File: src/rtl/radio_seq_pkg.sv
// package: states, mode codes, field encodings and timer constants for the radio mode sequencer
package radio_seq_pkg;
    // sequencer states
    typedef enum logic [2:0] {
        ST_IDLE,
        ST_AWAIT_FIFO,
        ST_DORMANT,
        ST_TX,
        ST_RX,
        ST_PKT_HELD,
        ST_RX_RELAUNCH
    } seq_state_e;

    // chip operating mode codes
    localparam logic [2:0] MODE_SLEEP = 3'h0;
    localparam logic [2:0] MODE_STANDBY = 3'h1;
    localparam logic [2:0] MODE_FS_TX = 3'h2;
    localparam logic [2:0] MODE_TX = 3'h3;
    localparam logic [2:0] MODE_FS_RX = 3'h4;
    localparam logic [2:0] MODE_RX = 3'h5;

    // from_idle_sel codes
    localparam logic [1:0] IDLE_TO_END = 2'h0;
    localparam logic [1:0] IDLE_TO_RX = 2'h1;
    localparam logic [1:0] IDLE_TO_TX = 2'h2;
    localparam logic [1:0] IDLE_TO_FIFO = 2'h3;

    // from_rx_sel codes
    localparam logic [2:0] RX_PAYLOAD_HELD = 3'h1;
    localparam logic [2:0] RX_PAYLOAD_END = 3'h2;
    localparam logic [2:0] RX_CRC_HELD = 3'h3;
    localparam logic [2:0] RX_LEVEL_IDLE = 3'h4;
    localparam logic [2:0] RX_SYNC_IDLE = 3'h5;
    localparam logic [2:0] RX_PREAMBLE_IDLE = 3'h6;

    // from_timeout_sel codes
    localparam logic [1:0] TO_RELAUNCH = 2'h0;
    localparam logic [1:0] TO_TX = 2'h1;
    localparam logic [1:0] TO_END = 2'h2;
    localparam logic [1:0] TO_IDLE = 2'h3;

    // from_held_sel codes
    localparam logic [2:0] HELD_IDLE = 3'h0;
    localparam logic [2:0] HELD_DRAIN_TX = 3'h1;
    localparam logic [2:0] HELD_DRAIN_END = 3'h2;
    localparam logic [2:0] HELD_RX_VIA_FS = 3'h3;
    localparam logic [2:0] HELD_RX = 3'h4;

    // timer resolutions, tick times in ns and derived cycle counts at 100 MHz
    localparam logic [1:0] RES_OFF = 2'h0;
    localparam logic [1:0] RES_64US = 2'h1;
    localparam logic [1:0] RES_4MS = 2'h2;
    localparam logic [1:0] RES_262MS = 2'h3;
    localparam int CLK_PERIOD_NS = 10;
    localparam int TICK_64US_NS = 64000;
    localparam int TICK_4MS_NS = 4100000;
    localparam int TICK_262MS_NS = 262000000;
    localparam int TICK_64US_CYC = TICK_64US_NS / CLK_PERIOD_NS;
    localparam int TICK_4MS_CYC = TICK_4MS_NS / CLK_PERIOD_NS;
    localparam int TICK_262MS_CYC = TICK_262MS_NS / CLK_PERIOD_NS;
    localparam int COEF_W = 8;
    localparam int TICK_W = 25;

    // configuration carried as one struct
    typedef struct packed {
        logic [1:0] from_idle_sel;
        logic end_state_sel;
        logic lowpwr_standby;
        logic from_lowpwr_sel;
        logic from_tx_sel;
        logic [2:0] from_rx_sel;
        logic [1:0] from_timeout_sel;
        logic [2:0] from_held_sel;
        logic crc_enable;
        logic freq_changed;
    } seq_cfg_s;

    // radio events, each a one-cycle pulse
    typedef struct packed {
        logic fifo_level_irq;
        logic tx_done_irq;
        logic rx_payload_irq;
        logic crc_pass_irq;
        logic signal_level_irq;
        logic sync_match_irq;
        logic preamble_seen_irq;
        logic rx_expiry_irq;
        logic fifo_drained_irq;
    } seq_evt_s;

    // timer settings
    typedef struct packed {
        logic [1:0] res;
        logic [COEF_W-1:0] coef;
    } tmr_cfg_s;
endpackage

File: src/rtl/radio_mode_sequencer.sv
// module: top-level radio mode sequencer with two periodic timers
`timescale 1ns/1ps
`default_nettype none

// What this block does
// RULE_01: idle waits for launch, then follows from_idle_sel
// RULE_02: idle state without launch leaves chip mode untouched
// RULE_03: action ending into idle forces sleep mode
// RULE_04: await fifo holds until fifo level, then transmits
// RULE_05: dormant is standby/sleep, reacts to timer a only
// RULE_06: held state keeps receiver on, packet kept
// RULE_07: relaunch restarts receiver for fresh gain/frequency
// RULE_08: from_idle_sel picks dormant/idle, rx, tx, fifo wait
// RULE_09: end_state_sel: 0 idle, 1 dormant
// RULE_10: timer a in dormant: 0 transmit, 1 receive
// RULE_11: tx done: 0 end state, 1 receive
// RULE_12: from_rx_sel codes pick payload/level/sync/preamble exits
// RULE_13: code 011 uses crc pass, payload if crc off
// RULE_14: timer b in receive always goes end state
// RULE_15: rx expiry follows from_timeout_sel
// RULE_16: from_held_sel picks idle, drained exits, return receive
// RULE_17: software launches only in sleep or standby; the block does not check chip_mode_o and takes a launch in any mode while idle
// RULE_18: halt forces idle from any state
// RULE_19: timer resolution selects tick; period tick times coefficient
// RULE_20: mode codes sleep 000 through receive 101
// RULE_21: entering tx, rx, relaunch, held or dormant drives matching chip mode
// RULE_22: one event pulse, at most one transition
module radio_mode_sequencer (
    input wire logic clk_i,
    input wire logic reset_n_i,
    input wire logic seq_launch_cmd_i,
    input wire logic seq_halt_cmd_i,
    input wire radio_seq_pkg::seq_cfg_s cfg_i,
    input wire radio_seq_pkg::tmr_cfg_s tmr_a_cfg_i,
    input wire radio_seq_pkg::tmr_cfg_s tmr_b_cfg_i,
    input wire radio_seq_pkg::seq_evt_s evt_i,
    output logic [2:0] chip_mode_o,
    output logic mode_write_o,
    output logic rx_restart_o,
    output logic seq_busy_o,
    output logic [2:0] seq_state_o
);

    // ------------------------------------------------------------
    // periodic timers
    // ------------------------------------------------------------
    logic [1:0] tmr_fire;
    logic [1:0] tmr_run;
    radio_seq_pkg::seq_state_e state_q;
    radio_seq_pkg::seq_state_e state_d;
    logic entered;

    // timer a runs in dormant, timer b in receive; both restart on entry
    assign tmr_run[0] = (state_q == radio_seq_pkg::ST_DORMANT) && !entered;
    assign tmr_run[1] = (state_q == radio_seq_pkg::ST_RX) && !entered;

    generate
        for (genvar t = 0; t < 2; t++) begin : g_tmr
            radio_seq_pkg::tmr_cfg_s cfg;
            logic [radio_seq_pkg::TICK_W-1:0] tick_q;
            logic [radio_seq_pkg::TICK_W-1:0] tick_len;
            logic [radio_seq_pkg::COEF_W-1:0] coef_q;
            logic tick_end;
            assign cfg = (t == 0) ? tmr_a_cfg_i : tmr_b_cfg_i;
            // tick length from resolution field
            always_comb begin
                case (cfg.res)
                    radio_seq_pkg::RES_64US: tick_len = radio_seq_pkg::TICK_W'(radio_seq_pkg::TICK_64US_CYC); // RULE_19
                    radio_seq_pkg::RES_4MS: tick_len = radio_seq_pkg::TICK_W'(radio_seq_pkg::TICK_4MS_CYC); // RULE_19
                    radio_seq_pkg::RES_262MS: tick_len = radio_seq_pkg::TICK_W'(radio_seq_pkg::TICK_262MS_CYC);
                    default: tick_len = '0;
                endcase
            end
            assign tick_end = (tick_q == tick_len - radio_seq_pkg::TICK_W'(1));
            // tick and coefficient counters; disabled timer never fires
            always_ff @(posedge clk_i or negedge reset_n_i) begin
                if (!reset_n_i) begin
                    tick_q <= '0;
                    coef_q <= '0;
                end else if (!tmr_run[t] || cfg.res == radio_seq_pkg::RES_OFF) begin
                    tick_q <= '0;
                    coef_q <= '0;
                end else if (tick_end) begin
                    tick_q <= '0;
                    coef_q <= tmr_fire[t] ? '0 : coef_q + radio_seq_pkg::COEF_W'(1);
                end else begin
                    tick_q <= tick_q + radio_seq_pkg::TICK_W'(1);
                end
            end
            // period is tick times coefficient; zero coefficient acts as one
            assign tmr_fire[t] = tmr_run[t] && (cfg.res != radio_seq_pkg::RES_OFF) && tick_end
                && (coef_q + radio_seq_pkg::COEF_W'(1) >= cfg.coef); // RULE_19
        end
    endgenerate

    // ------------------------------------------------------------
    // state machine
    // ------------------------------------------------------------
    logic end_dormant;
    radio_seq_pkg::seq_state_e end_state;
    assign end_dormant = cfg_i.end_state_sel; // RULE_09
    assign end_state = end_dormant ? radio_seq_pkg::ST_DORMANT : radio_seq_pkg::ST_IDLE; // RULE_09

    logic held_trig;
    logic timeout_trig;
    // crc option: payload stands in for crc pass when crc is off
    assign held_trig = (cfg_i.from_rx_sel == radio_seq_pkg::RX_CRC_HELD)
        && (evt_i.crc_pass_irq || (!cfg_i.crc_enable && evt_i.rx_payload_irq)); // RULE_13
    assign timeout_trig = evt_i.rx_expiry_irq
        || (evt_i.rx_payload_irq && cfg_i.from_rx_sel == radio_seq_pkg::RX_CRC_HELD && cfg_i.crc_enable); // RULE_15

    // set when the chosen exit is the end-of-action one, so the mode logic can sleep the chip
    logic ends_action;

    // next state; each case examines only its own events
    always_comb begin
        state_d = state_q;
        ends_action = 1'b0;
        case (state_q)
            radio_seq_pkg::ST_IDLE: begin
                if (seq_launch_cmd_i) begin // RULE_01
                    case (cfg_i.from_idle_sel) // RULE_08
                        radio_seq_pkg::IDLE_TO_END: begin
                            state_d = end_state;
                            ends_action = 1'b1; // RULE_03
                        end
                        radio_seq_pkg::IDLE_TO_RX: state_d = radio_seq_pkg::ST_RX;
                        radio_seq_pkg::IDLE_TO_TX: state_d = radio_seq_pkg::ST_TX;
                        default: state_d = radio_seq_pkg::ST_AWAIT_FIFO;
                    endcase
                end
            end
            radio_seq_pkg::ST_AWAIT_FIFO: begin
                if (evt_i.fifo_level_irq) begin
                    state_d = radio_seq_pkg::ST_TX; // RULE_04
                end
            end
            radio_seq_pkg::ST_DORMANT: begin
                if (tmr_fire[0]) begin // RULE_05
                    state_d = cfg_i.from_lowpwr_sel ? radio_seq_pkg::ST_RX : radio_seq_pkg::ST_TX; // RULE_10
                end
            end
            radio_seq_pkg::ST_TX: begin
                if (evt_i.tx_done_irq) begin
                    state_d = cfg_i.from_tx_sel ? radio_seq_pkg::ST_RX : end_state; // RULE_11
                    ends_action = !cfg_i.from_tx_sel;
                end
            end
            radio_seq_pkg::ST_RX: begin
                if (tmr_fire[1]) begin
                    state_d = end_state; // RULE_14
                    ends_action = 1'b1;
                end else if (held_trig) begin
                    state_d = radio_seq_pkg::ST_PKT_HELD; // RULE_13
                end else if (timeout_trig) begin
                    case (cfg_i.from_timeout_sel) // RULE_15
                        radio_seq_pkg::TO_RELAUNCH: state_d = radio_seq_pkg::ST_RX_RELAUNCH;
                        radio_seq_pkg::TO_TX: state_d = radio_seq_pkg::ST_TX;
                        radio_seq_pkg::TO_END: begin
                            state_d = end_state;
                            ends_action = 1'b1;
                        end
                        default: state_d = radio_seq_pkg::ST_IDLE;
                    endcase
                end else begin
                    case (cfg_i.from_rx_sel) // RULE_12
                        radio_seq_pkg::RX_PAYLOAD_HELD:
                            if (evt_i.rx_payload_irq) state_d = radio_seq_pkg::ST_PKT_HELD;
                        radio_seq_pkg::RX_PAYLOAD_END:
                            if (evt_i.rx_payload_irq) begin
                                state_d = end_state;
                                ends_action = 1'b1;
                            end
                        radio_seq_pkg::RX_LEVEL_IDLE:
                            if (evt_i.signal_level_irq) state_d = radio_seq_pkg::ST_IDLE;
                        radio_seq_pkg::RX_SYNC_IDLE:
                            if (evt_i.sync_match_irq) state_d = radio_seq_pkg::ST_IDLE;
                        radio_seq_pkg::RX_PREAMBLE_IDLE:
                            if (evt_i.preamble_seen_irq) state_d = radio_seq_pkg::ST_IDLE;
                        default: state_d = state_q;
                    endcase
                end
            end
            radio_seq_pkg::ST_PKT_HELD: begin
                case (cfg_i.from_held_sel) // RULE_16
                    radio_seq_pkg::HELD_IDLE: state_d = radio_seq_pkg::ST_IDLE;
                    radio_seq_pkg::HELD_DRAIN_TX:
                        if (evt_i.fifo_drained_irq) state_d = radio_seq_pkg::ST_TX;
                    radio_seq_pkg::HELD_DRAIN_END:
                        if (evt_i.fifo_drained_irq) begin
                            state_d = end_state;
                            ends_action = 1'b1;
                        end
                    radio_seq_pkg::HELD_RX_VIA_FS: state_d = radio_seq_pkg::ST_RX;
                    radio_seq_pkg::HELD_RX: state_d = radio_seq_pkg::ST_RX;
                    default: state_d = state_q;
                endcase
            end
            radio_seq_pkg::ST_RX_RELAUNCH: state_d = radio_seq_pkg::ST_RX; // RULE_07
            default: state_d = radio_seq_pkg::ST_IDLE;
        endcase
    end

    // state register; halt overrides everything
    always_ff @(posedge clk_i or negedge reset_n_i) begin
        if (!reset_n_i) begin
            state_q <= radio_seq_pkg::ST_IDLE;
        end else if (seq_halt_cmd_i) begin
            state_q <= radio_seq_pkg::ST_IDLE; // RULE_18
        end else begin
            state_q <= state_d; // RULE_22
        end
    end

    // first cycle in a state, used to restart the timers
    always_ff @(posedge clk_i or negedge reset_n_i) begin
        if (!reset_n_i) begin
            entered <= 1'b0;
        end else begin
            entered <= !seq_halt_cmd_i && (state_d != state_q);
        end
    end

    // ------------------------------------------------------------
    // chip mode drive
    // ------------------------------------------------------------
    logic [2:0] mode_d;
    logic mode_wr_d;
    logic going;
    logic via_fs;
    assign going = !seq_halt_cmd_i && (state_d != state_q);
    assign via_fs = (state_q == radio_seq_pkg::ST_PKT_HELD)
        && (cfg_i.from_held_sel == radio_seq_pkg::HELD_RX_VIA_FS) && cfg_i.freq_changed;

    // mode written on entry to tx, rx, relaunch, held and dormant and when an action ends in idle; halt writes nothing
    always_comb begin
        mode_d = chip_mode_o;
        mode_wr_d = 1'b0;
        if (going || (!seq_halt_cmd_i && ends_action)) begin
            mode_wr_d = 1'b1;
            case (state_d)
                radio_seq_pkg::ST_TX: mode_d = radio_seq_pkg::MODE_TX; // RULE_21
                radio_seq_pkg::ST_RX,
                radio_seq_pkg::ST_RX_RELAUNCH: mode_d = via_fs ? radio_seq_pkg::MODE_FS_RX : radio_seq_pkg::MODE_RX;
                radio_seq_pkg::ST_PKT_HELD: mode_d = radio_seq_pkg::MODE_RX; // RULE_06
                radio_seq_pkg::ST_DORMANT: // RULE_05
                    mode_d = cfg_i.lowpwr_standby ? radio_seq_pkg::MODE_STANDBY : radio_seq_pkg::MODE_SLEEP;
                radio_seq_pkg::ST_IDLE: begin
                    // an action ending in idle puts the chip to sleep; other idle entries leave it
                    if (ends_action) begin
                        mode_d = radio_seq_pkg::MODE_SLEEP; // RULE_03
                    end else begin
                        mode_wr_d = 1'b0; // RULE_02
                    end
                end
                default: mode_wr_d = 1'b0;
            endcase
        end
    end

    // chip mode register, sleep after reset
    always_ff @(posedge clk_i or negedge reset_n_i) begin
        if (!reset_n_i) begin
            chip_mode_o <= radio_seq_pkg::MODE_SLEEP;
            mode_write_o <= 1'b0;
            rx_restart_o <= 1'b0;
        end else begin
            chip_mode_o <= mode_d; // RULE_20
            mode_write_o <= mode_wr_d;
            rx_restart_o <= going && (state_d == radio_seq_pkg::ST_RX_RELAUNCH); // RULE_07
        end
    end

    assign seq_busy_o = (state_q != radio_seq_pkg::ST_IDLE);
    assign seq_state_o = state_q;

    // ------------------------------------------------------------
    // checks
    // ------------------------------------------------------------
    // halt wins over every state
    halt_to_idle_a: assert property (@(posedge clk_i) disable iff (!reset_n_i) // RULE_18
        seq_halt_cmd_i |=> state_q == radio_seq_pkg::ST_IDLE) else $error("halt did not reach idle");

    // fifo level event starts the transmitter
    fifo_to_tx_a: assert property (@(posedge clk_i) disable iff (!reset_n_i) // RULE_04
        state_q == radio_seq_pkg::ST_AWAIT_FIFO && evt_i.fifo_level_irq && !seq_halt_cmd_i
        |=> state_q == radio_seq_pkg::ST_TX && chip_mode_o == radio_seq_pkg::MODE_TX)
        else $error("fifo wait exit wrong");

    // fifo wait holds without the level event
    fifo_hold_a: assert property (@(posedge clk_i) disable iff (!reset_n_i) // RULE_04
        state_q == radio_seq_pkg::ST_AWAIT_FIFO && !evt_i.fifo_level_irq && !seq_halt_cmd_i
        |=> state_q == radio_seq_pkg::ST_AWAIT_FIFO) else $error("fifo wait left early");

    // dormant ignores everything but timer a
    dormant_hold_a: assert property (@(posedge clk_i) disable iff (!reset_n_i) // RULE_05
        state_q == radio_seq_pkg::ST_DORMANT && !tmr_fire[0] && !seq_halt_cmd_i
        |=> state_q == radio_seq_pkg::ST_DORMANT) else $error("dormant left without timer");

    // timer a exit follows the low-power select
    lowpwr_steer_a: assert property (@(posedge clk_i) disable iff (!reset_n_i) // RULE_10
        state_q == radio_seq_pkg::ST_DORMANT && tmr_fire[0] && !seq_halt_cmd_i
        |=> state_q == ($past(cfg_i.from_lowpwr_sel) ? radio_seq_pkg::ST_RX : radio_seq_pkg::ST_TX))
        else $error("dormant exit wrong");

    // transmit done can turn around into receive
    tx_done_a: assert property (@(posedge clk_i) disable iff (!reset_n_i) // RULE_11
        state_q == radio_seq_pkg::ST_TX && evt_i.tx_done_irq && cfg_i.from_tx_sel && !seq_halt_cmd_i
        |=> state_q == radio_seq_pkg::ST_RX) else $error("tx to rx missed");

    // transmit done with end state idle sleeps the chip
    tx_end_sleep_a: assert property (@(posedge clk_i) disable iff (!reset_n_i) // RULE_03
        state_q == radio_seq_pkg::ST_TX && evt_i.tx_done_irq && !cfg_i.from_tx_sel && !cfg_i.end_state_sel
        && !seq_halt_cmd_i |=> state_q == radio_seq_pkg::ST_IDLE && chip_mode_o == radio_seq_pkg::MODE_SLEEP)
        else $error("tx end not asleep");

    // timer b ends reception whatever the receive select
    rx_timer_b_a: assert property (@(posedge clk_i) disable iff (!reset_n_i) // RULE_14
        state_q == radio_seq_pkg::ST_RX && tmr_fire[1] && !cfg_i.end_state_sel && !seq_halt_cmd_i
        |=> state_q == radio_seq_pkg::ST_IDLE && chip_mode_o == radio_seq_pkg::MODE_SLEEP)
        else $error("timer b exit wrong");

    // preamble exit idles the sequencer and leaves the mode alone
    rx_preamble_a: assert property (@(posedge clk_i) disable iff (!reset_n_i) // RULE_12
        state_q == radio_seq_pkg::ST_RX && cfg_i.from_rx_sel == radio_seq_pkg::RX_PREAMBLE_IDLE
        && evt_i.preamble_seen_irq && !evt_i.rx_expiry_irq && !tmr_fire[1] && !seq_halt_cmd_i
        |=> state_q == radio_seq_pkg::ST_IDLE && !mode_write_o) else $error("preamble exit wrong");

    // held state keeps the receiver mode
    held_rx_mode_a: assert property (@(posedge clk_i) disable iff (!reset_n_i) // RULE_06
        state_q == radio_seq_pkg::ST_PKT_HELD |-> chip_mode_o == radio_seq_pkg::MODE_RX)
        else $error("held left receive");

    // drained fifo in held steers to transmit
    held_drain_a: assert property (@(posedge clk_i) disable iff (!reset_n_i) // RULE_16
        state_q == radio_seq_pkg::ST_PKT_HELD && cfg_i.from_held_sel == radio_seq_pkg::HELD_DRAIN_TX
        && evt_i.fifo_drained_irq && !seq_halt_cmd_i |=> state_q == radio_seq_pkg::ST_TX)
        else $error("held drain exit wrong");

    // relaunch lasts one cycle with the restart pulse
    relaunch_back_a: assert property (@(posedge clk_i) disable iff (!reset_n_i) // RULE_07
        state_q == radio_seq_pkg::ST_RX_RELAUNCH && !seq_halt_cmd_i
        |=> state_q == radio_seq_pkg::ST_RX ##0 $past(rx_restart_o)) else $error("relaunch wrong");

    // idle without launch never touches the chip mode
    idle_quiet_a: assert property (@(posedge clk_i) disable iff (!reset_n_i) // RULE_02
        state_q == radio_seq_pkg::ST_IDLE && !seq_launch_cmd_i |=> !mode_write_o && $stable(chip_mode_o))
        else $error("idle changed chip mode");

    // launch straight into receive
    launch_rx_a: assert property (@(posedge clk_i) disable iff (!reset_n_i) // RULE_08
        state_q == radio_seq_pkg::ST_IDLE && seq_launch_cmd_i && !seq_halt_cmd_i
        && cfg_i.from_idle_sel == radio_seq_pkg::IDLE_TO_RX
        |=> state_q == radio_seq_pkg::ST_RX && chip_mode_o == radio_seq_pkg::MODE_RX)
        else $error("launch to rx wrong");

endmodule // radio_mode_sequencer

`default_nettype wire

File: config.mk
export PLATFORM = sky130hd
export DESIGN_NAME = radio_mode_sequencer
export DESIGN_NICKNAME = d
export VERILOG_FILES = /design/src/rtl/radio_seq_pkg.sv /design/src/rtl/radio_mode_sequencer.sv
export SDC_FILE = /design/constraint.sdc
export NUM_CORES = 1
export LEC_CHECK = 0
export ABC_AREA = 1
export BUFFER_PORTS_ARGS = -buffer_cell sky130_fd_sc_hd__buf_4
export CAP_MARGIN = 20
export CORE_MARGIN = 10
export CORE_UTILIZATION = 60
export DETAILED_ROUTE_END_ITERATION = 10
export PLACE_DENSITY = 0.83
export SLEW_MARGIN = 5
export SYNTH_ARGS = -nofsm -noshare
export SYNTH_HDL_FRONTEND = slang
export SYNTH_SLANG_ARGS = --single-unit
File: constraint.sdc
create_clock -name clk_i -period 3.1 [get_ports clk_i]
set_input_delay 0 -clock clk_i [delete_from_list [all_inputs] [get_ports clk_i]]
set_output_delay 0 -clock clk_i [all_outputs]
set_load 0.01 [all_outputs]
; ---- Word-level counts from Yosys, hierarchy flattened
; Index checks and enable logic that the tools add are counted.
[classes]
addsub = 6
order_cmp = 2
eq_ne = 35
muxes = 54
n_reduce_logical = 45
[ops]
columns = operator, count
row1 = $pmux 25 s3, 2
row2 = $mux 25, 4
row3 = $mux 3, 18
row4 = $add 25x1->25 const B, 2
row5 = $eq 25x25->1, 2
row6 = $sub 25x1->25 const B, 2
row7 = $mux 8, 6
row8 = $eq 3x3->1 const B, 10
row9 = $pmux 3 s5, 2
row10 = $eq 3x2->1 const B, 8
row11 = $pmux 3 s7, 1
row12 = $pmux 3 s3, 2
row13 = $logic_and 1x1->1, 17
row14 = $add 8x1->8 const B, 2
row15 = $ge 8x8->1, 2
row16 = $mux 1, 15
row17 = $eq 2x2->1 const B, 6
row18 = $pmux 3 s4, 1
row19 = $eq 3x1->1 const B, 3
row20 = $logic_not 3->1, 3
row21 = $eq 2x1->1 const B, 4
row22 = $logic_not 2->1, 4
row23 = $reduce_bool 2->1, 4
row24 = $logic_not 1->1, 6
row25 = other kinds (11), 16
[word_totals]
register_bits = 75
inputBits = 49
out_inout_bits = 9
word_cells = 151

; ---- Longest topological paths before layout
[logic_depth]
depth_word = 12
mapped_depth = 21
mapped_depth_nobuf = 21

; ---- Worst setup path before layout
; Ideal clock, no wire load.
[synth_path]
kind = reg-to-reg
start = register g_tmr[1].coef_q[0] in the netlist's numbering
end = register chip_mode_o[2]
setup_ns = 0.117
arrival_time_ns = 2.535
required_time_ns = 2.983
path_slack_ns = 0.448
stages_incl_launch_ff = 18
n_path_buf = 0
period_less_slack_ns = 2.652
cell_sequence = dfrtp_1 > ha_1 > nand3_1 > nand3b_1 > xor2_1 > inv_1 > ha_1 > nand2_1 > nor2_1 > nand4_1 > nand3_1 > nand4_1 > a21oi_1 > nand2_2 > o21ai_1 > nand3_2 > nand2_1 > nand2_1
[synth_between]
elab_chain_len = 9
word_cells_on_any_way = 22
classes_between = 1 x add/sub / 1 x order compare / 7 x eq/ne / 5 x mux / 8 x reduce/logical
[synth_lines]
columns = item, line
row1 = "start, declared", radio_mode_sequencer.sv:62  ; logic [radio_seq_pkg::COEF_W-1:0] coef_q;
row2 = "start signal, assigned", radio_mode_sequencer.sv:85  ; coef_q <= tmr_fire[t] ? '0 : coef_q + radio_seq_pkg::COEF_W'(1);
row3 = $add 8x1->8 (*), radio_mode_sequencer.sv:92  ; && (coef_q + radio_seq_pkg::COEF_W'(1) >= cfg.coef);
row4 = $ge 8x8->1 (*), radio_mode_sequencer.sv:92
row5 = $logic_and 1x1->1 (*), radio_mode_sequencer.sv:92
row6 = $mux 3, radio_mode_sequencer.sv:150  ; if (tmr_fire[1]) begin
row7 = $pmux 3 s7, radio_mode_sequencer.sv:119  ; case (state_q)
row8 = $eq 3x3->1 / $ne 3x3->1 (equally long branches), "radio_mode_sequencer.sv:241, radio_mode_sequencer.sv:231"
row9 = $reduce_or 2->1 / $logic_and 1x1->1 (equally long branches), "radio_mode_sequencer.sv:241, radio_mode_sequencer.sv:231"
row10 = $reduce_bool 5->1 (no line) / $logic_or 1x1->1 (equally long branches), --
row11 = $reduce_and 3->1 (no line), --
row12 = "end signal, assigned", radio_mode_sequencer.sv:264  ; chip_mode_o <= radio_seq_pkg::MODE_SLEEP;
row13 = "end signal, assigned", radio_mode_sequencer.sv:268  ; chip_mode_o <= mode_d;
row14 = "end, declared", radio_mode_sequencer.sv:37  ; output logic [2:0] chip_mode_o,
; Every way passes the cells marked *; elsewhere a longest branch is shown, timed or not.
; A chain may end at the register's enable or synchronous reset.

; ---- Worst setup path after layout
[layout_path]
start = register g_tmr[1].coef_q[2] in the netlist's numbering
end = register chip_mode_o[0]
; Same word-level chain as after synthesis.

==> results.md <==
- Antenna violations before repair: 0
- Met2 Usage GRT: 0.340
- Maximum vdd drop: 226 uV
- DR iter-0 viols: roughly 400
- GP Congestion: 0.939
- Vias in the first global route: 5128
- Die width: 116 um
- Crit Path Class: reg -> reg
- Synth cell types: 44
- FMAX: 0.333 GHz
- Kind of start point of the critical path: flop
- First-pass GRT wire length: 21.7 mm
- # diodes: 0
- Die area: ~0.013 mm2
- DRC viols: 0
- Slew Limit Fails: 0
- Total Wirelength: between 10 and 15 mm
- Vias per inst: 5.38
- Final Hold Viols: 0
- Largest net degree at the start of global routing: 76
- Post-synth net total: 853
- TritonCTS Sinks: 75
- Status: finished clean
- Mapped Area: 0.00552 mm2
- Initial Utilization: 0.624
- CP max FO: 4
- Routed len/inst: approximately 14 um
- Setup WS post-layout: 0.101 ns
- Syn-to-layout area delta: 16.1%
- Clk_skew: about 0.0070 ns
- Post-Syn Instances: just under 800
- Avg Cell Area, Syn: 7.14 um2
- Fin util: 0.725
- CTS Buffer Depth: 2
- IO Pins: 58
- Routing usage on met3: 0.0439
- Max Cap Violations: 0
- Pwr Density: 344 mW/mm2
- IO Port Bufs: between 50 and 60
- Register bit total from synthesis: 75
- Place WS: about 0.055 ns
- CTS Buf Count: 9
- Arrival time at the worst endpoint: 3.29 ns
- Leakage: 3.17 nW
- Clock Latency Late Sink: 0.35 ns
- Slew @ Worst Pin: ~0.9 ns
- All-Layer GR Usage: 0.193
- Tmin final: 3.00 ns
- Layout cells sized above 1: 0.166
- Slew HR: 0.391
- HPWL after DPL: 9.88 mm
- GRT busiest layer: met2
- Std cell rows: 34
- Fin nets: around 930
- RSZ-0062 raised after global routing: true
- Clock slew at reported path FFs: 0.07 ns
- Finish-stage setup viols: 0
- DRT Pass-1 Iters: 6
- CTS tree: yes
- Die height: around 120 um
- Grt ovf: 0
- CTS root buf: clkbuf_8
- Final Cycle Share: 0.968
- Seq/Total Area, Yosys: 0.340
- GR met1 Demand/Resource: 0.226
- Routed Antenna Nets: 0
- Worst setup EP type: flop
- Min-delay worst type: in -> reg
- Core area: a little under 0.009 mm2
- Req. time, crit path: around 3.4 ns
- Warnings, synthesis: 0
- CTS HTree Levels: 3
- DR vias: 5166
-- per-stage QoR --
stage	hold WS, ns	instances	TNS [ns]	cell area (um2)	power [mW]
2_1_floorplan	-0.296	774	0	5520	1.35
3_3_place_gp	0.182	933	0	6060	1.52
3_5_place_dp	0.188	933	0	6060	1.54
4_1_cts	0.0811	950	0	6250	2.19
5_1_grt	0.179	961	-0.491	6410	2.33
6_report	0.123	961	0	6410	2.21
-- where the power goes --
group	switching, mW	internal (mW)
sequential	0.0243	1.01
clock	0.350	0.303
combinational	0.312	0.206
total	0.686	1.52
-- sequential cells by signal (all words and copies together), names as in the netlist --
| name | cells |
|---|---|
| seq_state_o | 3 |
| chip_mode_o | 3 |
| rx_restart_o | 1 |
| mode_write_o | 1 |
| entered | 1 |
| g_tmr.tick_q | 50 |
| g_tmr.coef_q | 16 |
-- worst max-delay path, cell delays in order, from the launching register on --
cell and delay [ns]:
dfrtp_1 0.41, nand3_2 0.13, nand3b_1 0.21, nand3b_1 0.23
xnor2_2 0.17, ha_1 0.31, nand2_2 0.09, nor2_4 0.09
nand4_1 0.12, nand3_2 0.12, nand4_1 0.20, a21oi_2 0.23
nand2_2 0.10, inv_1 0.09, nand2_1 0.07, o21ai_0 0.18
nand4_1 0.12, nand2_1 0.08
-- logic make-up (layout without fill, tap and decap cells) --
logic type,after synthesis,after routing,synth area share
AOI/OAI and AO/OA,94,94,0.101
xor gates and xnor gates,38,38,0.0602
adders and majority gates,30,30,0.0680
buffers and inverters,140,219,0.0976
DFF,75,75,0.340
and+or+nand+nor,397,397,0.333
-- synth_stat cells (all sizes together) --
library cell / instances / area [um2]
nand2: 159 / 607
a32o: 7 / 70.1
clkinv: 1 / 3.75
o21bai: 2 / 15.0
nor4b: 1 / 23.8
a21oi: 39 / 210
xnor2: 10 / 87.6
o21ai: 30 / 150
nor2: 134 / 536
a22oi: 1 / 7.51
nand4: 21 / 161
a21boi: 1 / 7.51
dfrtp: 75 / 1880
or3: 1 / 6.26
nor3: 26 / 171
o41ai: 1 / 8.76
nand3: 45 / 255
ha: 30 / 375
nor4: 2 / 18.8
a211oi: 3 / 22.5
o22ai: 2 / 12.5
inv: 130 / 488
nand3b: 5 / 37.5
buf: 4 / 28.8
nor3b: 3 / 22.5
o31ai: 2 / 15.0
xor2: 28 / 245
clkbuf: 5 / 18.8
a31oi: 3 / 18.8
o21a: 3 / 22.5
-- repair_timing --
| action | CTS | global route |
|---|---|---|
| hold buffers | 2 | 0 |
| gates resized for setup | 0 | 19 |
| buffers inserted | 0 | 11 |
| endpoints found under the hold margin | 77 | 0 |
| endpoints found under the setup margin | 0 | 7 |
-- final cells by class --
class / count / area [um2]
Clock inverter: 5 / 30.0
Tap cell: 108 / 135
Inverter: 131 / 492
Fill cell: 719 / 2440
Sequential cell: 75 / 1880
Clock buffer: 10 / 138
Multi-Input combinational cell: 559 / 3190
Timing Repair Buffer: 73 / 553
-- layout by cell type (no fill, tap or decap), types with 5 or more instances in the layout --
master,count
nand2_1,152
inv_1,122
nor2_1,122
dfrtp_1,75
buf_4,71
a21oi_1,36
nand3_1,34
xor2_1,28
ha_1,28
o21ai_0,21
nand4_1,19
nor3_1,19
clkbuf_8,10
nand3_2,9
nor2_2,9
xnor2_1,9
inv_2,8
o21ai_1,8
nand2_2,7
a32o_1,7
nor3_2,6
nand3b_1,5
-- worst paths after layout --
| check | from | end | slack [ns] | cells after the start |
|---|---|---|---|---|
| min reg2reg | g_tmr[1].tick_q[0] | g_tmr[1].tick_q[0] | 0.46 | 1 |
| min | cfg_i[12] | chip_mode_o[0] | 0.12 | 5 |
| min in group asynchronous | reset_n_i | g_tmr[0].tick_q[2] | 0.31 | 2 |
| max in group asynchronous | reset_n_i | chip_mode_o[0] | 2.19 | 2 |
| max reg2reg | g_tmr[1].coef_q[2] | chip_mode_o[0] | 0.10 | 17 |
| max | g_tmr[1].coef_q[2] | chip_mode_o[0] | 0.10 | 17 |
-- routing by layer --
layer	routed length (um)	vias up
met5	0	-
met4	216	0
met3	600	20
met1	5520	2382
met2	6660	140
li1	-	2624
Power figures use the tool's default switching activity.
